==> src/logic/mode_selector_params.svh <==
// Register offsets, field positions, reset values, state codes and timing counts for the mode selector
`ifndef MODE_SELECTOR_PARAMS_SVH
`define MODE_SELECTOR_PARAMS_SVH

// Register byte offsets
`define CTRL_OFS 12'h000
`define STATUS_OFS 12'h004
`define DIAG_OFS 12'h008
`define MONTIME_OFS 12'h00C

// Control register fields
`define CTRL_ACTIVATE_BIT 0
`define CTRL_AUTO_BIT 1
`define CTRL_ERST_BIT 2
`define CTRL_RESET 3'h0

// Status register fields
`define STAT_READY_BIT 0
`define STAT_ERROR_BIT 1
`define STAT_ANY_BIT 2
`define STAT_MODES_LSB 8
`define STAT_MODES_MSB 15

// Monitoring time register, in microseconds
`define MONTIME_MSB 19
`define MONTIME_RESET 20'h00000

// Diagnostic codes
`define DIAG_IDLE 16'h0000
`define DIAG_SELECTED 16'h8000
`define DIAG_CHANGED 16'h8005
`define DIAG_SHORT 16'hC001
`define DIAG_OPEN 16'hC002
`define DIAG_RST_SHORT 16'hC003
`define DIAG_RST_OPEN 16'hC004

// Timing: the monitoring timer counts microsecond ticks
`define CLK_PERIOD_NS 10
`define TICK_TIME_NS 1000
`define TICK_CYCLES ((`TICK_TIME_NS + `CLK_PERIOD_NS - 1) / `CLK_PERIOD_NS)

`endif

==> src/logic/unused_fix_note.sv <==
// Spare source slot; the selector's logic lives in its other files


==> src/logic/mode_selector_pkg.sv <==
// Types shared by the mode selector files
package mode_selector_pkg;

  typedef enum logic [2:0] {
    st_idle,
    st_changed,
    st_selected,
    st_short,
    st_open,
    st_rst_short,
    st_rst_open
  } state_e;

  typedef struct packed {
    logic err_reset;
    logic auto_confirm;
    logic activate;
  } ctrl_s;

  typedef struct packed {
    logic unlock;
    logic confirm;
    logic [7:0] pos;
  } pins_s;

endpackage

==> src/logic/input_sync.sv <==
// Two-stage synchroniser bank for asynchronous pins
`timescale 1ns/100ps
module input_sync #(
  parameter int WIDTH = 10
) (
  // Clock and reset
  input wire logic clk,
  input wire logic rst_n,
  // Pins in, synchronised copy out
  input wire logic [WIDTH-1:0] d,
  output logic [WIDTH-1:0] q
);

  logic [WIDTH-1:0] meta_r;

  // First stage feeds only the second stage, so metastability never reaches logic
  genvar gi;
  generate
    for (gi = 0; gi < WIDTH; gi++) begin : g_bit
      always_ff @(posedge clk or negedge rst_n) begin
        if (!rst_n) begin
          meta_r[gi] <= 1'b0;
          q[gi] <= 1'b0;
        end else begin
          meta_r[gi] <= d[gi];
          q[gi] <= meta_r[gi];
        end
      end
    end
  endgenerate

endmodule // input_sync

==> src/logic/no_position_timer.sv <==
// Monitoring timer that flags a missing switch position
`timescale 1ns/100ps
`include "mode_selector_params.svh"
module no_position_timer (
  // Clock and reset
  input wire logic clk,
  input wire logic rst_n,
  // Control
  input wire logic run,
  input wire logic none_asserted,
  input wire logic restart,
  input wire logic [`MONTIME_MSB:0] limit_us,
  // Result
  output logic timeout
);

  localparam logic [7:0] TICK_LAST = 8'(`TICK_CYCLES - 1);

  logic [7:0] pre_r;
  logic [`MONTIME_MSB:0] us_r;
  logic clear;
  logic tick;
  logic expired;

  // Any asserted position or a falling one restarts the interval
  assign clear = !run || !none_asserted || restart;
  assign tick = (pre_r == TICK_LAST);
  assign expired = (us_r >= limit_us);

  // Prescaler to microseconds, then microsecond count
  always_ff @(posedge clk or negedge rst_n) begin
    if (!rst_n) begin
      pre_r <= 8'h00;
      us_r <= '0;
      timeout <= 1'b0;
    end else if (clear) begin
      pre_r <= 8'h00;
      us_r <= '0;
      timeout <= 1'b0;
    end else begin
      pre_r <= tick ? 8'h00 : pre_r + 8'h01;
      if (tick && !expired) begin
        us_r <= us_r + 20'h00001;
      end
      timeout <= expired;
    end
  end

endmodule // no_position_timer

==> src/logic/mode_selector_fsm.sv <==
// Mode selector state machine with APB register access
//
// Local design decisions: the APB register port and the placing of the registers.
`timescale 1ns/100ps
`include "mode_selector_params.svh"
module mode_selector_fsm (
  // Clock and reset
  input wire logic pclk,
  input wire logic presetn,
  // APB slave
  input wire logic psel,
  input wire logic penable,
  input wire logic pwrite,
  input wire logic [11:0] paddr,
  input wire logic [31:0] pwdata,
  output logic [31:0] prdata,
  output logic pready,
  output logic pslverr,
  // Mode switch and operator pins
  input wire logic [7:0] switch_position_in,
  input wire logic confirm_in,
  input wire logic unlock_in,
  // Mode outputs
  output logic [7:0] confirmed_mode_out,
  output logic any_mode_selected,
  output logic ready_out,
  output logic error_out,
  output logic [15:0] diagnostic_word
);

  mode_selector_pkg::ctrl_s ctrl_r;
  mode_selector_pkg::pins_s pins;
  mode_selector_pkg::pins_s pins_prev_r;
  mode_selector_pkg::state_e state_r;
  mode_selector_pkg::state_e state_nxt;
  logic [`MONTIME_MSB:0] montime_r;
  logic [7:0] sel_r;
  logic [7:0] sel_nxt;
  logic erst_prev_r;
  logic [9:0] pins_raw;
  logic [9:0] pins_sync;

  // True when more than one bit of a position vector is set
  function automatic logic multi_set(input logic [7:0] v);
    multi_set = (v & (v - 8'h01)) != 8'h00;
  endfunction

  // Diagnostic code of a state
  function automatic logic [15:0] diag_of(input mode_selector_pkg::state_e s);
    unique case (s)
      mode_selector_pkg::st_idle: diag_of = `DIAG_IDLE;
      mode_selector_pkg::st_changed: diag_of = `DIAG_CHANGED;
      mode_selector_pkg::st_selected: diag_of = `DIAG_SELECTED;
      mode_selector_pkg::st_short: diag_of = `DIAG_SHORT;
      mode_selector_pkg::st_open: diag_of = `DIAG_OPEN;
      mode_selector_pkg::st_rst_short: diag_of = `DIAG_RST_SHORT;
      mode_selector_pkg::st_rst_open: diag_of = `DIAG_RST_OPEN;
      default: diag_of = `DIAG_IDLE;
    endcase
  endfunction

  // True for every error state
  function automatic logic is_error(input mode_selector_pkg::state_e s);
    is_error = (s == mode_selector_pkg::st_short) || (s == mode_selector_pkg::st_open) ||
               (s == mode_selector_pkg::st_rst_short) || (s == mode_selector_pkg::st_rst_open);
  endfunction

  // Pins cross into the clock domain before anything reads them
  assign pins_raw = {unlock_in, confirm_in, switch_position_in};

  input_sync #(
    .WIDTH(10)
  ) u_sync (
    .clk(pclk),
    .rst_n(presetn),
    .d(pins_raw),
    .q(pins_sync)
  );

  assign pins = mode_selector_pkg::pins_s'(pins_sync);

  // Edge detection against last cycle's values
  logic confirm_rise;
  logic unlock_fall;
  logic [7:0] pos_fall;
  logic erst_rise;
  assign confirm_rise = pins.confirm && !pins_prev_r.confirm;
  assign unlock_fall = !pins.unlock && pins_prev_r.unlock;
  assign pos_fall = pins_prev_r.pos & ~pins.pos;
  assign erst_rise = ctrl_r.err_reset && !erst_prev_r;

  // Position decoding
  logic pos_none;
  logic pos_multi;
  logic pos_one;
  logic pos_new;
  logic sel_fall;
  logic unlocked;
  assign pos_none = (pins.pos == 8'h00);
  assign pos_multi = multi_set(pins.pos);
  assign pos_one = !pos_none && !pos_multi;
  assign pos_new = pos_one && (pins.pos != sel_r);
  assign sel_fall = (pos_fall & sel_r) != 8'h00;
  // Unlock falling in the same cycle still counts as unlocked, so the position wins
  assign unlocked = pins.unlock || unlock_fall;

  // Monitoring timer runs only while a mode is wanted or held
  // Outside those states it is held clear, so idle or error time never carries over
  logic timer_run;
  logic timeout;
  assign timer_run = (state_r == mode_selector_pkg::st_changed) || (state_r == mode_selector_pkg::st_selected);

  no_position_timer u_timer (
    .clk(pclk),
    .rst_n(presetn),
    .run(timer_run),
    .none_asserted(pos_none),
    .restart(pos_fall != 8'h00),
    .limit_us(montime_r),
    .timeout(timeout)
  );

  // Error entry: a reset request already high when the error appears is itself an error
  mode_selector_pkg::state_e short_target;
  mode_selector_pkg::state_e open_target;
  assign short_target = ctrl_r.err_reset ? mode_selector_pkg::st_rst_short : mode_selector_pkg::st_short;
  assign open_target = ctrl_r.err_reset ? mode_selector_pkg::st_rst_open : mode_selector_pkg::st_open;

  // Next state; deactivation is tested first so no other transition can outrank it
  // Short and open errors leave only through a reset edge or deactivation; the rst states drop back to them once the request is low
  always_comb begin
    state_nxt = state_r;
    sel_nxt = sel_r;
    if (!ctrl_r.activate) begin
      state_nxt = mode_selector_pkg::st_idle;
      sel_nxt = 8'h00;
    end else begin
      unique case (state_r)
        mode_selector_pkg::st_idle: begin
          state_nxt = mode_selector_pkg::st_changed;
          sel_nxt = 8'h00;
        end
        mode_selector_pkg::st_changed: begin
          if (pos_multi) begin
            state_nxt = short_target;
          end else if (timeout) begin
            state_nxt = open_target;
          end else if (pos_one && (ctrl_r.auto_confirm || confirm_rise)) begin
            // The monitoring timer guards this wait; without a position the timeout leads to an open error state
            state_nxt = mode_selector_pkg::st_selected;
            sel_nxt = pins.pos;
          end
        end
        mode_selector_pkg::st_selected: begin
          if (pos_multi) begin
            state_nxt = short_target;
          end else if (timeout) begin
            state_nxt = open_target;
          end else if (unlocked && (sel_fall || pos_new)) begin
            // Locked: switch moves and confirm edges are ignored
            state_nxt = mode_selector_pkg::st_changed;
            sel_nxt = 8'h00;
          end
        end
        mode_selector_pkg::st_short: begin
          if (erst_rise) begin
            state_nxt = mode_selector_pkg::st_changed;
          end
        end
        mode_selector_pkg::st_open: begin
          if (erst_rise) begin
            state_nxt = mode_selector_pkg::st_changed;
          end
        end
        mode_selector_pkg::st_rst_short: begin
          if (!ctrl_r.err_reset) begin
            state_nxt = mode_selector_pkg::st_short;
          end
        end
        mode_selector_pkg::st_rst_open: begin
          if (!ctrl_r.err_reset) begin
            state_nxt = mode_selector_pkg::st_open;
          end
        end
        default: begin
          state_nxt = mode_selector_pkg::st_idle;
          sel_nxt = 8'h00;
        end
      endcase
    end
  end

  // Output values, all taken from the next state so outputs track it without extra delay
  logic in_sel_nxt;
  logic [7:0] modes_nxt;
  assign in_sel_nxt = (state_nxt == mode_selector_pkg::st_selected);
  assign modes_nxt = in_sel_nxt ? sel_nxt : 8'h00;
  logic any_nxt;
  logic ready_nxt;
  logic error_nxt;
  logic [15:0] diag_nxt;
  // Only a single confirmed bit counts as a selection, so a corrupt latch cannot raise it
  assign any_nxt = in_sel_nxt && !multi_set(sel_nxt) && (sel_nxt != 8'h00);
  assign ready_nxt = (state_nxt != mode_selector_pkg::st_idle);
  assign error_nxt = is_error(state_nxt);
  assign diag_nxt = diag_of(state_nxt);

  // State and edge history
  always_ff @(posedge pclk or negedge presetn) begin
    if (!presetn) begin
      state_r <= mode_selector_pkg::st_idle;
      sel_r <= 8'h00;
      pins_prev_r <= '0;
      erst_prev_r <= 1'b0;
    end else begin
      state_r <= state_nxt;
      sel_r <= sel_nxt;
      pins_prev_r <= pins;
      erst_prev_r <= ctrl_r.err_reset;
    end
  end

  // Outputs straight from flops, so the pins never glitch while the state decodes
  always_ff @(posedge pclk or negedge presetn) begin
    if (!presetn) begin
      confirmed_mode_out <= 8'h00;
      any_mode_selected <= 1'b0;
      ready_out <= 1'b0;
      error_out <= 1'b0;
      diagnostic_word <= `DIAG_IDLE;
    end else begin
      confirmed_mode_out <= modes_nxt;
      any_mode_selected <= any_nxt;
      ready_out <= ready_nxt;
      error_out <= error_nxt;
      diagnostic_word <= diag_nxt;
    end
  end

  // APB decode; one wait state so read data can come from a flop
  logic acc;
  logic done;
  logic hit_ctrl;
  logic hit_status;
  logic hit_diag;
  logic hit_mon;
  logic mapped;
  logic [31:0] rd_mux;
  logic [31:0] status_word;
  assign acc = psel && penable;
  assign done = acc && pready;
  assign hit_ctrl = (paddr == `CTRL_OFS);
  assign hit_status = (paddr == `STATUS_OFS);
  assign hit_diag = (paddr == `DIAG_OFS);
  assign hit_mon = (paddr == `MONTIME_OFS);
  // Status and diagnostic are read-only; writes to them are refused
  assign mapped = hit_ctrl || hit_mon || (!pwrite && (hit_status || hit_diag));

  // Status word fields
  assign status_word = {16'h0000, confirmed_mode_out, 5'h00, any_mode_selected, error_out, ready_out};

  // Read multiplexer; unmapped reads return zero
  assign rd_mux = hit_ctrl ? {29'h0, ctrl_r} :
                  hit_status ? status_word :
                  hit_diag ? {16'h0000, diagnostic_word} :
                  hit_mon ? {12'h000, montime_r} : 32'h0000_0000;

  // One wait state: the answer comes on the second access cycle
  logic answer;
  logic [31:0] rdata_nxt;
  assign answer = acc && !pready;
  assign rdata_nxt = (answer && !pwrite) ? rd_mux : 32'h0000_0000;

  // Bus handshake and answer
  always_ff @(posedge pclk or negedge presetn) begin
    if (!presetn) begin
      pready <= 1'b0;
      prdata <= 32'h0000_0000;
      pslverr <= 1'b0;
    end else begin
      pready <= answer;
      prdata <= rdata_nxt;
      pslverr <= answer && !mapped; // Refused transfers answer with an error and change nothing
    end
  end

  // Register writes take effect at the completing edge
  logic wr_ctrl;
  logic wr_mon;
  assign wr_ctrl = done && pwrite && hit_ctrl;
  assign wr_mon = done && pwrite && hit_mon;

  // Control register
  always_ff @(posedge pclk or negedge presetn) begin
    if (!presetn) begin
      ctrl_r <= mode_selector_pkg::ctrl_s'(`CTRL_RESET);
    end else if (wr_ctrl) begin
      ctrl_r <= mode_selector_pkg::ctrl_s'(pwdata[2:0]);
    end
  end

  // Monitoring time register
  always_ff @(posedge pclk or negedge presetn) begin
    if (!presetn) begin
      montime_r <= `MONTIME_RESET;
    end else if (wr_mon) begin
      montime_r <= pwdata[`MONTIME_MSB:0];
    end
  end

endmodule // mode_selector_fsm

==> config.mk <==
export PLATFORM = sky130hd
export DESIGN_NAME = mode_selector_fsm
export DESIGN_NICKNAME = d
export VERILOG_FILES = /design/src/logic/unused_fix_note.sv /design/src/logic/mode_selector_pkg.sv /design/src/logic/input_sync.sv /design/src/logic/no_position_timer.sv /design/src/logic/mode_selector_fsm.sv
export VERILOG_INCLUDE_DIRS = /design/src /design/src/logic
export SDC_FILE = /design/constraint.sdc
export NUM_CORES = 1
export LEC_CHECK = 0
export BUFFER_PORTS_ARGS = -buffer_cell sky130_fd_sc_hd__buf_4
export CELL_PAD_IN_SITES_DETAIL_PLACEMENT = 0
export CELL_PAD_IN_SITES_GLOBAL_PLACEMENT = 1
export CORE_ASPECT_RATIO = 0.6
export CORE_MARGIN = 1.5
export CORE_UTILIZATION = 25
export DETAILED_ROUTE_END_ITERATION = 7
export PLACE_DENSITY_LB_ADDON = 0.1
export SLEW_MARGIN = 20
export SYNTH_ARGS = -nofsm -noshare
export SYNTH_HDL_FRONTEND = slang
export SYNTH_SLANG_ARGS = --single-unit
==> constraint.sdc <==
create_clock -name pclk -period 4.2 [get_ports pclk]
set_clock_uncertainty 0.15 [all_clocks]
set_input_delay 0.84 -clock pclk [delete_from_list [all_inputs] [get_ports pclk]]
set_output_delay 0.84 -clock pclk [all_outputs]
set_load 0.005 [all_outputs]
Word-level counts from Yosys, hierarchy flattened
Index checks and enable logic that the tools add are counted.
{"block": "totals", "ramBits": 0, "romBits": 0, "regBits": 143, "input_bits": 59, "latch_bits": 0, "memories": 0}
{"block": "op_classes", "mul": 0, "n_eq_ne": 17, "bitwise_logic": 5, "muxes": 33, "n_lt_le_gt_ge": 1, "add_sub_neg": 4, "reduce_logical": 54, "shifts": 0, "n_div": 0}
{"cell": "$mux 20", "n": 7}
{"cell": "$pmux 16 s6", "n": 1}
{"cell": "$mux 8", "n": 10}
{"cell": "$reduce_bool 8->1", "n": 5}
{"cell": "$mux 3", "n": 11}
{"cell": "$and 8x8->8", "n": 4}
{"cell": "$eq 12x4->1 const B", "n": 2}
{"cell": "$pmux 8 s3", "n": 1}
{"cell": "$add 20x1->20 const B", "n": 1}
{"cell": "$ge 20x20->1", "n": 1}
{"cell": "$logic_and 1x1->1", "n": 19}
{"cell": "$eq 3x3->1 const B", "n": 6}
{"cell": "$pmux 3 s6", "n": 1}
{"cell": "$sub 8x1->8 const B", "n": 2}
{"cell": "$eq 12x3->1 const B", "n": 1}
{"cell": "$eq 3x2->1 const B", "n": 4}
{"cell": "$logic_not 12->1", "n": 1}
{"cell": "$logic_or 1x1->1", "n": 12}
{"cell": "$logic_not 1->1", "n": 11}
{"cell": "$add 8x1->8 const B", "n": 1}
{"cell": "$eq 8x7->1 const B", "n": 1}
{"cell": "$logic_not 8->1", "n": 1}
{"cell": "$ne 8x8->1", "n": 1}
{"cell": "$not 8->8", "n": 1}
{"cell": "other kinds (8)", "n": 9}

Depth between registers and ports, before layout
Gate-level depths: netlist of the first run.
{"block": "depth", "word_depth": 19, "mapped_depth": 12}

Hierarchy
A second synthesis of the first run with hierarchy kept.
{"block": "hier_totals", "hier_cells": 617, "hier_area_um2": 6448.7}
{"module": "mode_selector_fsm", "area_each_um2": 3985.1, "n_inst": 1, "seq_area_each_um2": 2077.0, "cells_per_inst": 373}
{"module": "no_position_timer", "area_each_um2": 1963.1, "n_inst": 1, "seq_area_each_um2": 725.7, "cells_per_inst": 224}
{"module": "input_sync", "area_each_um2": 500.5, "n_inst": 1, "seq_area_each_um2": 500.5, "cells_per_inst": 20}

Worst setup path before layout of the first run
Ideal clock, no wire load.
{"block": "synth_timing", "path_type": "register to register", "start": "register u_sync.q[2]", "end": "register confirmed_mode_out[5]", "setup_slack_ps": 1182, "required_time_ps": 3919, "path_stages_with_launch": 10, "synth_period_minus_slack_ps": 3018, "setup_ps": 131, "arrival_ps": 2737, "cell_sequence": "dfrtp_1 -> buf_6 -> or4_4 -> or4_1 -> o311a_2 -> nor2_4 -> o32ai_1 -> a222oi_1 -> nand4b_4 -> nor2_1"}
{"block": "synth_between", "elab_chain_len": 15}
{"item": "from (decl)", "line_no": "input_sync.sv:11", "text": "output logic [WIDTH-1:0] q"}
{"item": "from (signal, indexed assignment)", "line_no": "input_sync.sv:26", "text": "q[gi] <= meta_r[gi];"}
{"item": "$sub 8x1->8", "line_no": "mode_selector_fsm.sv:45", "text": "multi_set = (v & (v - 8'h01)) != 8'h00;"}
{"item": "$and 8x8->8", "line_no": "mode_selector_fsm.sv:45"}
{"item": "$reduce_bool 8->1", "line_no": "mode_selector_fsm.sv:45"}
{"item": "$logic_not 1->1", "line_no": "mode_selector_fsm.sv:101", "text": "assign pos_one = !pos_none && !pos_multi;"}
{"item": "$logic_and 1x1->1", "line_no": "mode_selector_fsm.sv:101"}
{"item": "$logic_and 1x1->1", "line_no": "mode_selector_fsm.sv:102", "text": "assign pos_new = pos_one && (pins.pos != sel_r);"}
{"item": "$logic_or 1x1->1", "line_no": "mode_selector_fsm.sv:159", "text": "end else if (unlocked && (sel_fall || pos_new)) begin"}
{"item": "$logic_and 1x1->1", "line_no": "mode_selector_fsm.sv:159"}
{"item": "$mux 3", "line_no": "mode_selector_fsm.sv:159"}
{"item": "$mux 3", "line_no": "mode_selector_fsm.sv:157", "text": "end else if (timeout) begin"}
{"item": "$mux 3", "line_no": "mode_selector_fsm.sv:155", "text": "if (pos_multi) begin"}
{"item": "$pmux 3 s6", "line_no": "mode_selector_fsm.sv:138", "text": "unique case (state_r)"}
{"item": "$mux 3", "line_no": "mode_selector_fsm.sv:134", "text": "if (!ctrl_r.activate) begin"}
{"item": "$eq 3x2->1", "line_no": "mode_selector_fsm.sv:196", "text": "assign in_sel_nxt = (state_nxt == mode_selector_pkg::st_selected);"}
{"item": "$mux 8 (*)", "line_no": "mode_selector_fsm.sv:197", "text": "assign modes_nxt = in_sel_nxt ? sel_nxt : 8'h00;"}
{"item": "via modes_nxt[5]", "line_no": "mode_selector_fsm.sv:195", "text": "logic [7:0] modes_nxt;"}
{"item": "to (signal assigned)", "line_no": "mode_selector_fsm.sv:232", "text": "confirmed_mode_out <= modes_nxt;"}
{"item": "to (decl)", "line_no": "mode_selector_fsm.sv:24", "text": "output logic [7:0] confirmed_mode_out,"}
Mark *: on every way through the listed nets, which the timed path passes. The rest lies on a longest branch.
A chain may end at the register's enable or synchronous reset.

Final worst setup path of the first run
{"block": "layout_timing", "start": "register u_sync.q[6]", "end": "register any_mode_selected"}
{"block": "layout_between", "elab_chain_len": 19}
{"item": "$sub 8x1->8", "line_no": "mode_selector_fsm.sv:45"}
{"item": "$and 8x8->8", "line_no": "mode_selector_fsm.sv:45"}
{"item": "$reduce_bool 8->1", "line_no": "mode_selector_fsm.sv:45"}
{"item": "$logic_not 1->1", "line_no": "mode_selector_fsm.sv:101"}
{"item": "$logic_and 1x1->1", "line_no": "mode_selector_fsm.sv:101"}
{"item": "$logic_and 1x1->1", "line_no": "mode_selector_fsm.sv:102"}
{"item": "$logic_or 1x1->1", "line_no": "mode_selector_fsm.sv:159"}
{"item": "$logic_and 1x1->1", "line_no": "mode_selector_fsm.sv:159"}
{"item": "(+4 left out)"}
{"item": "$mux 8", "line_no": "mode_selector_fsm.sv:134"}
{"item": "$sub 8x1->8", "line_no": "mode_selector_fsm.sv:45"}
{"item": "$and 8x8->8", "line_no": "mode_selector_fsm.sv:45"}
{"item": "$reduce_bool 8->1", "line_no": "mode_selector_fsm.sv:45"}
{"item": "$logic_not 1->1", "line_no": "mode_selector_fsm.sv:203", "text": "assign any_nxt = in_sel_nxt && !multi_set(sel_nxt) && (sel_nxt != 8'h00);"}
{"item": "$logic_and 1x1->1", "line_no": "mode_selector_fsm.sv:203"}
{"item": "$logic_and 1x1->1 (*)", "line_no": "mode_selector_fsm.sv:203"}
{"item": "via any_nxt", "line_no": "mode_selector_fsm.sv:198", "text": "logic any_nxt;"}
{"item": "to (signal assigned)", "line_no": "mode_selector_fsm.sv:233", "text": "any_mode_selected <= any_nxt;"}
{"item": "to (decl)", "line_no": "mode_selector_fsm.sv:25", "text": "output logic any_mode_selected,"}
Marked as above.

==> impl_results.md, run 1 <==
- # nets final: 795
- First-pass iteration count of the detailed router: 5
- Crit end category: register
- Synth Flop Type: dfrtp_1
- Top Ports: 120
- Via count of the routed design: 4,838
- Layout area overhead: 23.3%
- Final Setup Violations: 0
- Max transition margin: 55.7%
- Syn. warnings: 0
- CP Capture Point: any_mode_selected
- DR iter-0 viols: 355
- Final std cell area, no fill: ~8000 µm²
- Worst VDD drop: 239 µV
- Placeable core area: 25,400 µm²
- TritonCTS clock tree: built
- First-pass GRT wire length: approximately 29,000 µm
- Largest net degree at the start of global routing: 66
- Std-Cell Rows: 45
- Delay of the slowest critical-path stage: between 0.5 and 0.6 ns
- Initial antenna violation count: 1
- Post-Synthesis Cells: approximately 630
- DP Area: between 7000 and 8000 µm²
- Hold buffers post-CTS: 0
- Slew Limit Fails: 0
- Syn Std Cell Area: 6510 µm²
- Final period utilization: 83.1%
- Die Height: around 130 µm
- DRC violations left: 0
- Synth Register Bits: about 130
- Placed Cells: approximately 1,000
- Sequential fraction of the synthesis area: 50.7%
- Crit Reg-Reg Startpoint: u_sync.q[6]
- Crit path DAT: 3.68 ns
- Fillcell total: about 2,600
- Power Dens Cells: 362 nW/µm²
- Routability cong.: slightly above 0.8
- Reg2reg end: any_mode_selected
- Total grt overflow: 0
- Die area: roughly 27,000 µm²
- Vias in the first global route: approximately 4,700
- Worst reg2reg path depth: 9
- Chip width: 211 µm
- Finished Core Util: between 30% and 40%
- Setup crit start: u_sync.q[6]
- Syn avg cell area: 10.3 µm²
- Layout cells sized above 1: around a fifth
- Max_cap viols: 0
- Antenna-violating nets left: 0
- Worst hold path type: register to register
- Commonest cells after routing, fill and taps aside: dfrtp_1 (132), buf_4 (92), nor2_1 (57), o21ai_0 (41), nand2_1 (40)
- Critical-path cell list: nor4_1, o21ai_1, mux2_4, o311ai_4, a21oi_2, a22oi_1, a21o_1, nand4_1, a211oi_2
- RSZ-0062 raised after global routing: false
- Worst-margin pin slew: 0.664 ns
- Commonest non-fill, non-tap cell in the layout: dfrtp_1
- DP Wirelength: 13,700 µm
- Initial cell density of the core: 25.6%
- Routed vias/inst: approximately 4.5
- Max Clock Freq: between 200 and 300 MHz
- Setup bufs post-CTS: 0
- CTS clock-pin slew for the worst setup and hold paths: 0.06 ns
- CTS Sinks: about 130
- Clk root buf: clkbuf_16
- Post-detailed-routing wire length: approximately 18,000 µm
- Hold Fails Final Rpt: 0
- Cts bufs inserted: 17
- Static Leak: roughly 0.0038 µW
- CTS H-Tree Depth: 4
- Crit path required time: around 4.4 ns
- Status: completed
- CP max FO: 14
- Number of synthesized flops with an enable pin: 0
- I/O Buffers: between 80 and 90
- Min cycle time layout: 3.49 ns
- Unique masters post-synth: 66
- GRT Resource Usage Total: ~14%
- Routed len/inst: 17.0 µm
- Final setup TNS: 0 ns
- Synth async-reset ratio: 100%
- Cts repair resizes: 0
- R2R Setup Slk: roughly 0.71 ns
- Final Non-Filler Cells: between 1,000 and 1,500
- Clk buf depth: 2
- Critical path class: register to register
- Critical path's slowest cell: dfrtp_1
- Clk_lat worst skew: 0.43 ns
- HP Start: u_sync.meta_r[5]
- Crit path launch type: register
cells by family (layout without fill, tap and decap cells):
group                      after synthesis  in the layout  share of synthesized area (%)
adders and majority gates               23             23                           4.38
and+or+nand+nor                        214            214                           17.4
other                                    1             24                         0.0576
buffers and inverters                   90            160                           6.91
DFF                                    132            132                           50.7
AOI/OAI and AO/OA                      129            129                           13.4
muxes                                   18             18                           3.51
xor gates and xnor gates                27             27                           3.63
layer usage:
metal	global-route usage (%)	part of all wire, %
met1	23.3	58
met2	17.9	37
met3	3.53	4.4
met4	4.41	0.99
met5	0	0
worst min path at each step:
| stage | endpoint | slack, ns | depth (start not counted) |
|---|---|---|---|
| 2_1_floorplan | u_sync.q[0] | 0.18 | 0 |
| 4_1_cts | u_sync.q[2] | 0.20 | 0 |
| 6_report | u_sync.q[5] | 0.20 | 0 |
| 3_5_place_dp | u_sync.q[2] | 0.19 | 0 |
| 3_3_place_gp | u_sync.q[2] | 0.18 | 0 |
| 5_1_grt | u_sync.q[6] | 0.20 | 0 |
cells in the mapped netlist (13+ instances only):
cell	number	area, µm²
nand4_1	14	87.6
a21oi_1	27	135
nand3_1	15	75.1
xor2_1	16	140
and3_1	18	113
a21o_1	13	97.6
o21ai_0	41	205
ha_1	22	275
clkbuf_1	20	75.1
nor2b_1	16	100
buf_4	24	180
nor2_1	57	214
dfrtp_1	132	3300
nand2_1	40	150
inv_1	35	131
state kept, by name, summed over array words and instances, names as in the netlist:
register	cells
any_mode_selected	1
confirmed_mode_out	8
ctrl_r	3
diagnostic_word	5
error_out	1
erst_prev_r	1
montime_r	20
pins_prev_r	10
prdata	20
pready	1
pslverr	1
ready_out	1
sel_r	8
state_r	3
u_sync.meta_r	10
u_sync.q	10
u_timer.pre_r	8
u_timer.timeout	1
u_timer.us_r	20
layout make-up:
| cell class | count | area (µm²) | share of cell area [%] |
|---|---|---|---|
| Antenna cell | 1 | 2.50 | 0.0311 |
| Clock buffer | 19 | 453 | 5.64 |
| Clock inverter | 12 | 131 | 1.64 |
| Inverter | 35 | 131 | 1.64 |
| Multi-Input combinational cell | 434 | 2850 | 35.5 |
| Sequential cell | 132 | 3300 | 41.1 |
| Tap cell | 352 | 440 | 5.48 |
| Timing Repair Buffer | 94 | 722 | 8.99 |
critical path: cells and delay by family, from the launching register on:
family | cells | cell delay (ns)
and+or+nand+nor | 2 | 0.60
DFF | 1 | 0.57
muxes | 1 | 0.37
AOI/OAI and AO/OA | 6 | 1.70
power breakdown:
| part | leakage, µW | internal, µW | switching [µW] |
|---|---|---|---|
| logic | 0.00184 | 50.5 | 63.7 |
| clock network | 0.000277 | 901 | 588 |
| registers | 0.00167 | 1290 | 18.6 |
stage by stage:
stage | hold slack (ns) | power (µW) | worst slack [ns]
finish | 0.197 | 2910 | 0.711
global route | 0.205 | 3030 | 0.466
CTS | 0.200 | 2960 | 0.746
detailed placement | 0.186 | 1450 | 0.776
global placement | 0.184 | 1440 | 0.929
floorplan | 0.181 | 1380 | 1.18
Power figures use the tool's default switching activity.
==> run 2, diff against run 1 <==
==> constraint.sdc (replaced) <==
create_clock -name pclk -period 3.3 [get_ports pclk]
set_clock_uncertainty 0.15 [all_clocks]
set_input_delay 0.66 -clock pclk [delete_from_list [all_inputs] [get_ports pclk]]
set_output_delay 0.66 -clock pclk [all_outputs]
set_load 0.005 [all_outputs]
==> impl_results.md, run 2 (synthesis gave the netlist of run 1 again) <==
- Status: completed
- Max transition margin: 62.3% (+6.6 points)
- Min cycle time layout: 3.16 ns (-0.329 ns)
- Crit path launch type: register
- Clk root buf: clkbuf_16
- Die area: 27,100 µm² (unchanged)
- DP Wirelength: 13,800 µm (+1.2%)
- Combinational power share: 4.1% (+0.2 points)
- I/O Buffers: 84 (unchanged)
- Crit path required time: 3.49 ns (-0.90 ns)
- # nets final: 808 (+1.6%)
- Std-Cell Rows: 45 (unchanged)
- CTS H-Tree Depth: 4 (unchanged)
- Vias in the first global route: 4,827 (+3.8%)
- Critical path class: register to register
- Worst-margin pin slew: 0.566 ns (-0.0987 ns)
- Via count of the routed design: 4,800 (-0.79%)
- Fillcell total: 2,649 (+0.30%)
- Clock power frac: 52.8% (+1.6 points)
- Layout area overhead: 25.8%
- First-pass iteration count of the detailed router: 5 (unchanged)
- Routed vias/inst: 4.40 (-1.9%)
- Crit Reg-Reg Startpoint: u_sync.q[2]
- WHS: 0.188 ns (-0.00857 ns)
- Initial antenna violation count: 0 (-1)
- Final Setup Violations: 0 (unchanged)
- Total grt overflow: 0 (unchanged)
- Commonest cells after routing, fill and taps aside: dfrtp_1 (132), buf_4 (103), nor2_1 (57), nand2_1 (40), o21ai_0 (39)
- Largest net degree at the start of global routing: 99 (+50%)
- Chip width: 211 µm (unchanged)
- CP max FO: 10 (-4)
- Hold Fails Final Rpt: 0 (unchanged)
- Clk_lat worst skew: 0.43 ns (about the same)
- Final period utilization: 95.8% (+13 points)
- Initial cell density of the core: 25.6% (unchanged)
- Static Leak: 0.00389 µW (+2.6%)
- DR iter-0 viols: 392 (+10%)
- DRC violations left: 0 (unchanged)
- GRT Resource Usage Total: 14.5% (+0.071 points)
- CTS Sinks: 132 (unchanged)
- Placeable core area: 25,400 µm² (unchanged)
- Setup crit start: u_sync.q[2]
- Setup bufs post-CTS: 0 (unchanged)
- Internal Pwr Total: 3030 µW (+35%)
- Antenna-violating nets left: 0 (unchanged)
- Slew Limit Fails: 0 (unchanged)
- CTS clock-pin slew for the worst setup and hold paths: 0.06 ns (about the same)
- Max Clock Freq: 316 MHz (+10%)
- Worst hold path type: primary input to register
- Clk buf depth: 2 (unchanged)
- Routed len/inst: 17.1 µm (+0.29%)
- P_sw: 818 µW (+22%)
- Reg power frac: 43.1% (-1.8 points)
- First-pass GRT wire length: 29,100 µm (+1.9%)
- Max_cap viols: 0 (unchanged)
- Final setup TNS: 0 ns (unchanged)
- Worst VDD drop: 270 µV (+13%)
- HP Start: switch_position_in[5]
- Largest registers: montime_r x20, prdata x20, u_timer.us_r x20
- Finished Core Util: 32.2% (+0.64 points)
- Post-detailed-routing wire length: 18,600 µm (+1.4%)
- TritonCTS clock tree: built
- Cts bufs inserted: 17 (unchanged)
- Die Height: 128 µm (unchanged)
- Commonest non-fill, non-tap cell in the layout: dfrtp_1
- Routability cong.: 0.773 (-3.9%)
- Antenna diode count: 0 (-1)
- Sw Share: 21.3% (-1.8 points)
- Layout cells sized above 1: 21.8% (+1.1 points)
- RSZ-0062 raised after global routing: false
- Power Dens Cells: 469 nW/µm² (+29%)
- Top Ports: 120 (unchanged)
- Crit end category: register
- Crit path DAT: 3.35 ns (-0.33 ns)
## run 2: changes by cell type in the layout (fill, tap and decap cells not counted), moves of 2 or more
| cell | delta |
|---|---|
| buf_4 | +11 |
| bufinv_16 | +2 |
| clkbuf_1 | +2 |
| clkinvlp_4 | -3 |
| o21ai_0 | -2 |
| o21ai_1 | +2 |
## run 2: layer usage
| layer | GRT usage, % | part of all wire, % | up-vias |
|---|---|---|---|
| met5 | 0 | 0 | - |
| met4 | 3.91 | 0.95 | 0 |
| met3 | 3.92 | 5.4 | 10 |
| met2 | 18.2 | 37 | 117 |
| met1 | 23.2 | 57 | 2316 |
| li1 | - | - | 2357 |
## run 2: what timing repair did
item	in CTS	in global routing
hold buffers	1	0
setup endpoints to repair	0	1
endpoints found under the hold margin	34	0
gates resized for setup	0	5
## run 2: power groups by stage
stage | sequential, µW | clock, µW | combinational [µW]
after floorplan | 1680 | 0 | 81.1
after global placement | 1690 | 0 | 157
after detailed placement | 1690 | 0 | 159
after CTS | 1660 | 2090 | 160
after global routing | 1660 | 2160 | 177
final | 1660 | 2030 | 157
## run 2: cell type report
cell class | count | area, µm² | area share, %
multi-input cells | 434 | 2860 | 34.9
inverters | 35 | 131 | 1.60
clock inverters | 9 | 151 | 1.85
flip-flops and latches | 132 | 3300 | 40.3
clock buffers | 22 | 474 | 5.78
repair buffers | 107 | 835 | 10.2
well taps | 352 | 440 | 5.37
## run 2: critical path, cell delays in order (launching register included)
cell,delay (ns)
dfrtp_1,0.50
or4_4,0.58
or4_1,0.42
o311a_2,0.23
o32ai_4,0.22
a21oi_4,0.16
a22o_1,0.35
a211oi_1,0.24
nor2_1,0.09
a211oi_2,0.14
## run 2: stage by stage
stage / total power (µW) / cells / worst slack, ns / area (µm²)
6_report: 3840 / 1091 / 0.140 / 8200
5_1_grt: 4000 / 1091 / 0.000991 / 8200
4_1_cts: 3910 / 1091 / 0.0434 / 8180
3_5_place_dp: 1850 / 1059 / 0.0616 / 7540
3_3_place_gp: 1840 / 1059 / 0.143 / 7540
2_1_floorplan: 1760 / 656 / 0.282 / 6600
## run 2: final timing paths
| check | to | slack, ns | cells after the start |
|---|---|---|---|
| worst max-delay path | any_mode_selected | 0.14 | 9 |
| worst min-delay path | u_sync.meta_r[5] | 0.19 | 1 |
| worst max register to register | any_mode_selected | 0.14 | 9 |
| min in group asynchronous | pins_prev_r[9] | 0.55 | 2 |
| worst min register to register | u_sync.q[3] | 0.20 | 0 |
| max in group asynchronous | montime_r[16] | 1.59 | 3 |
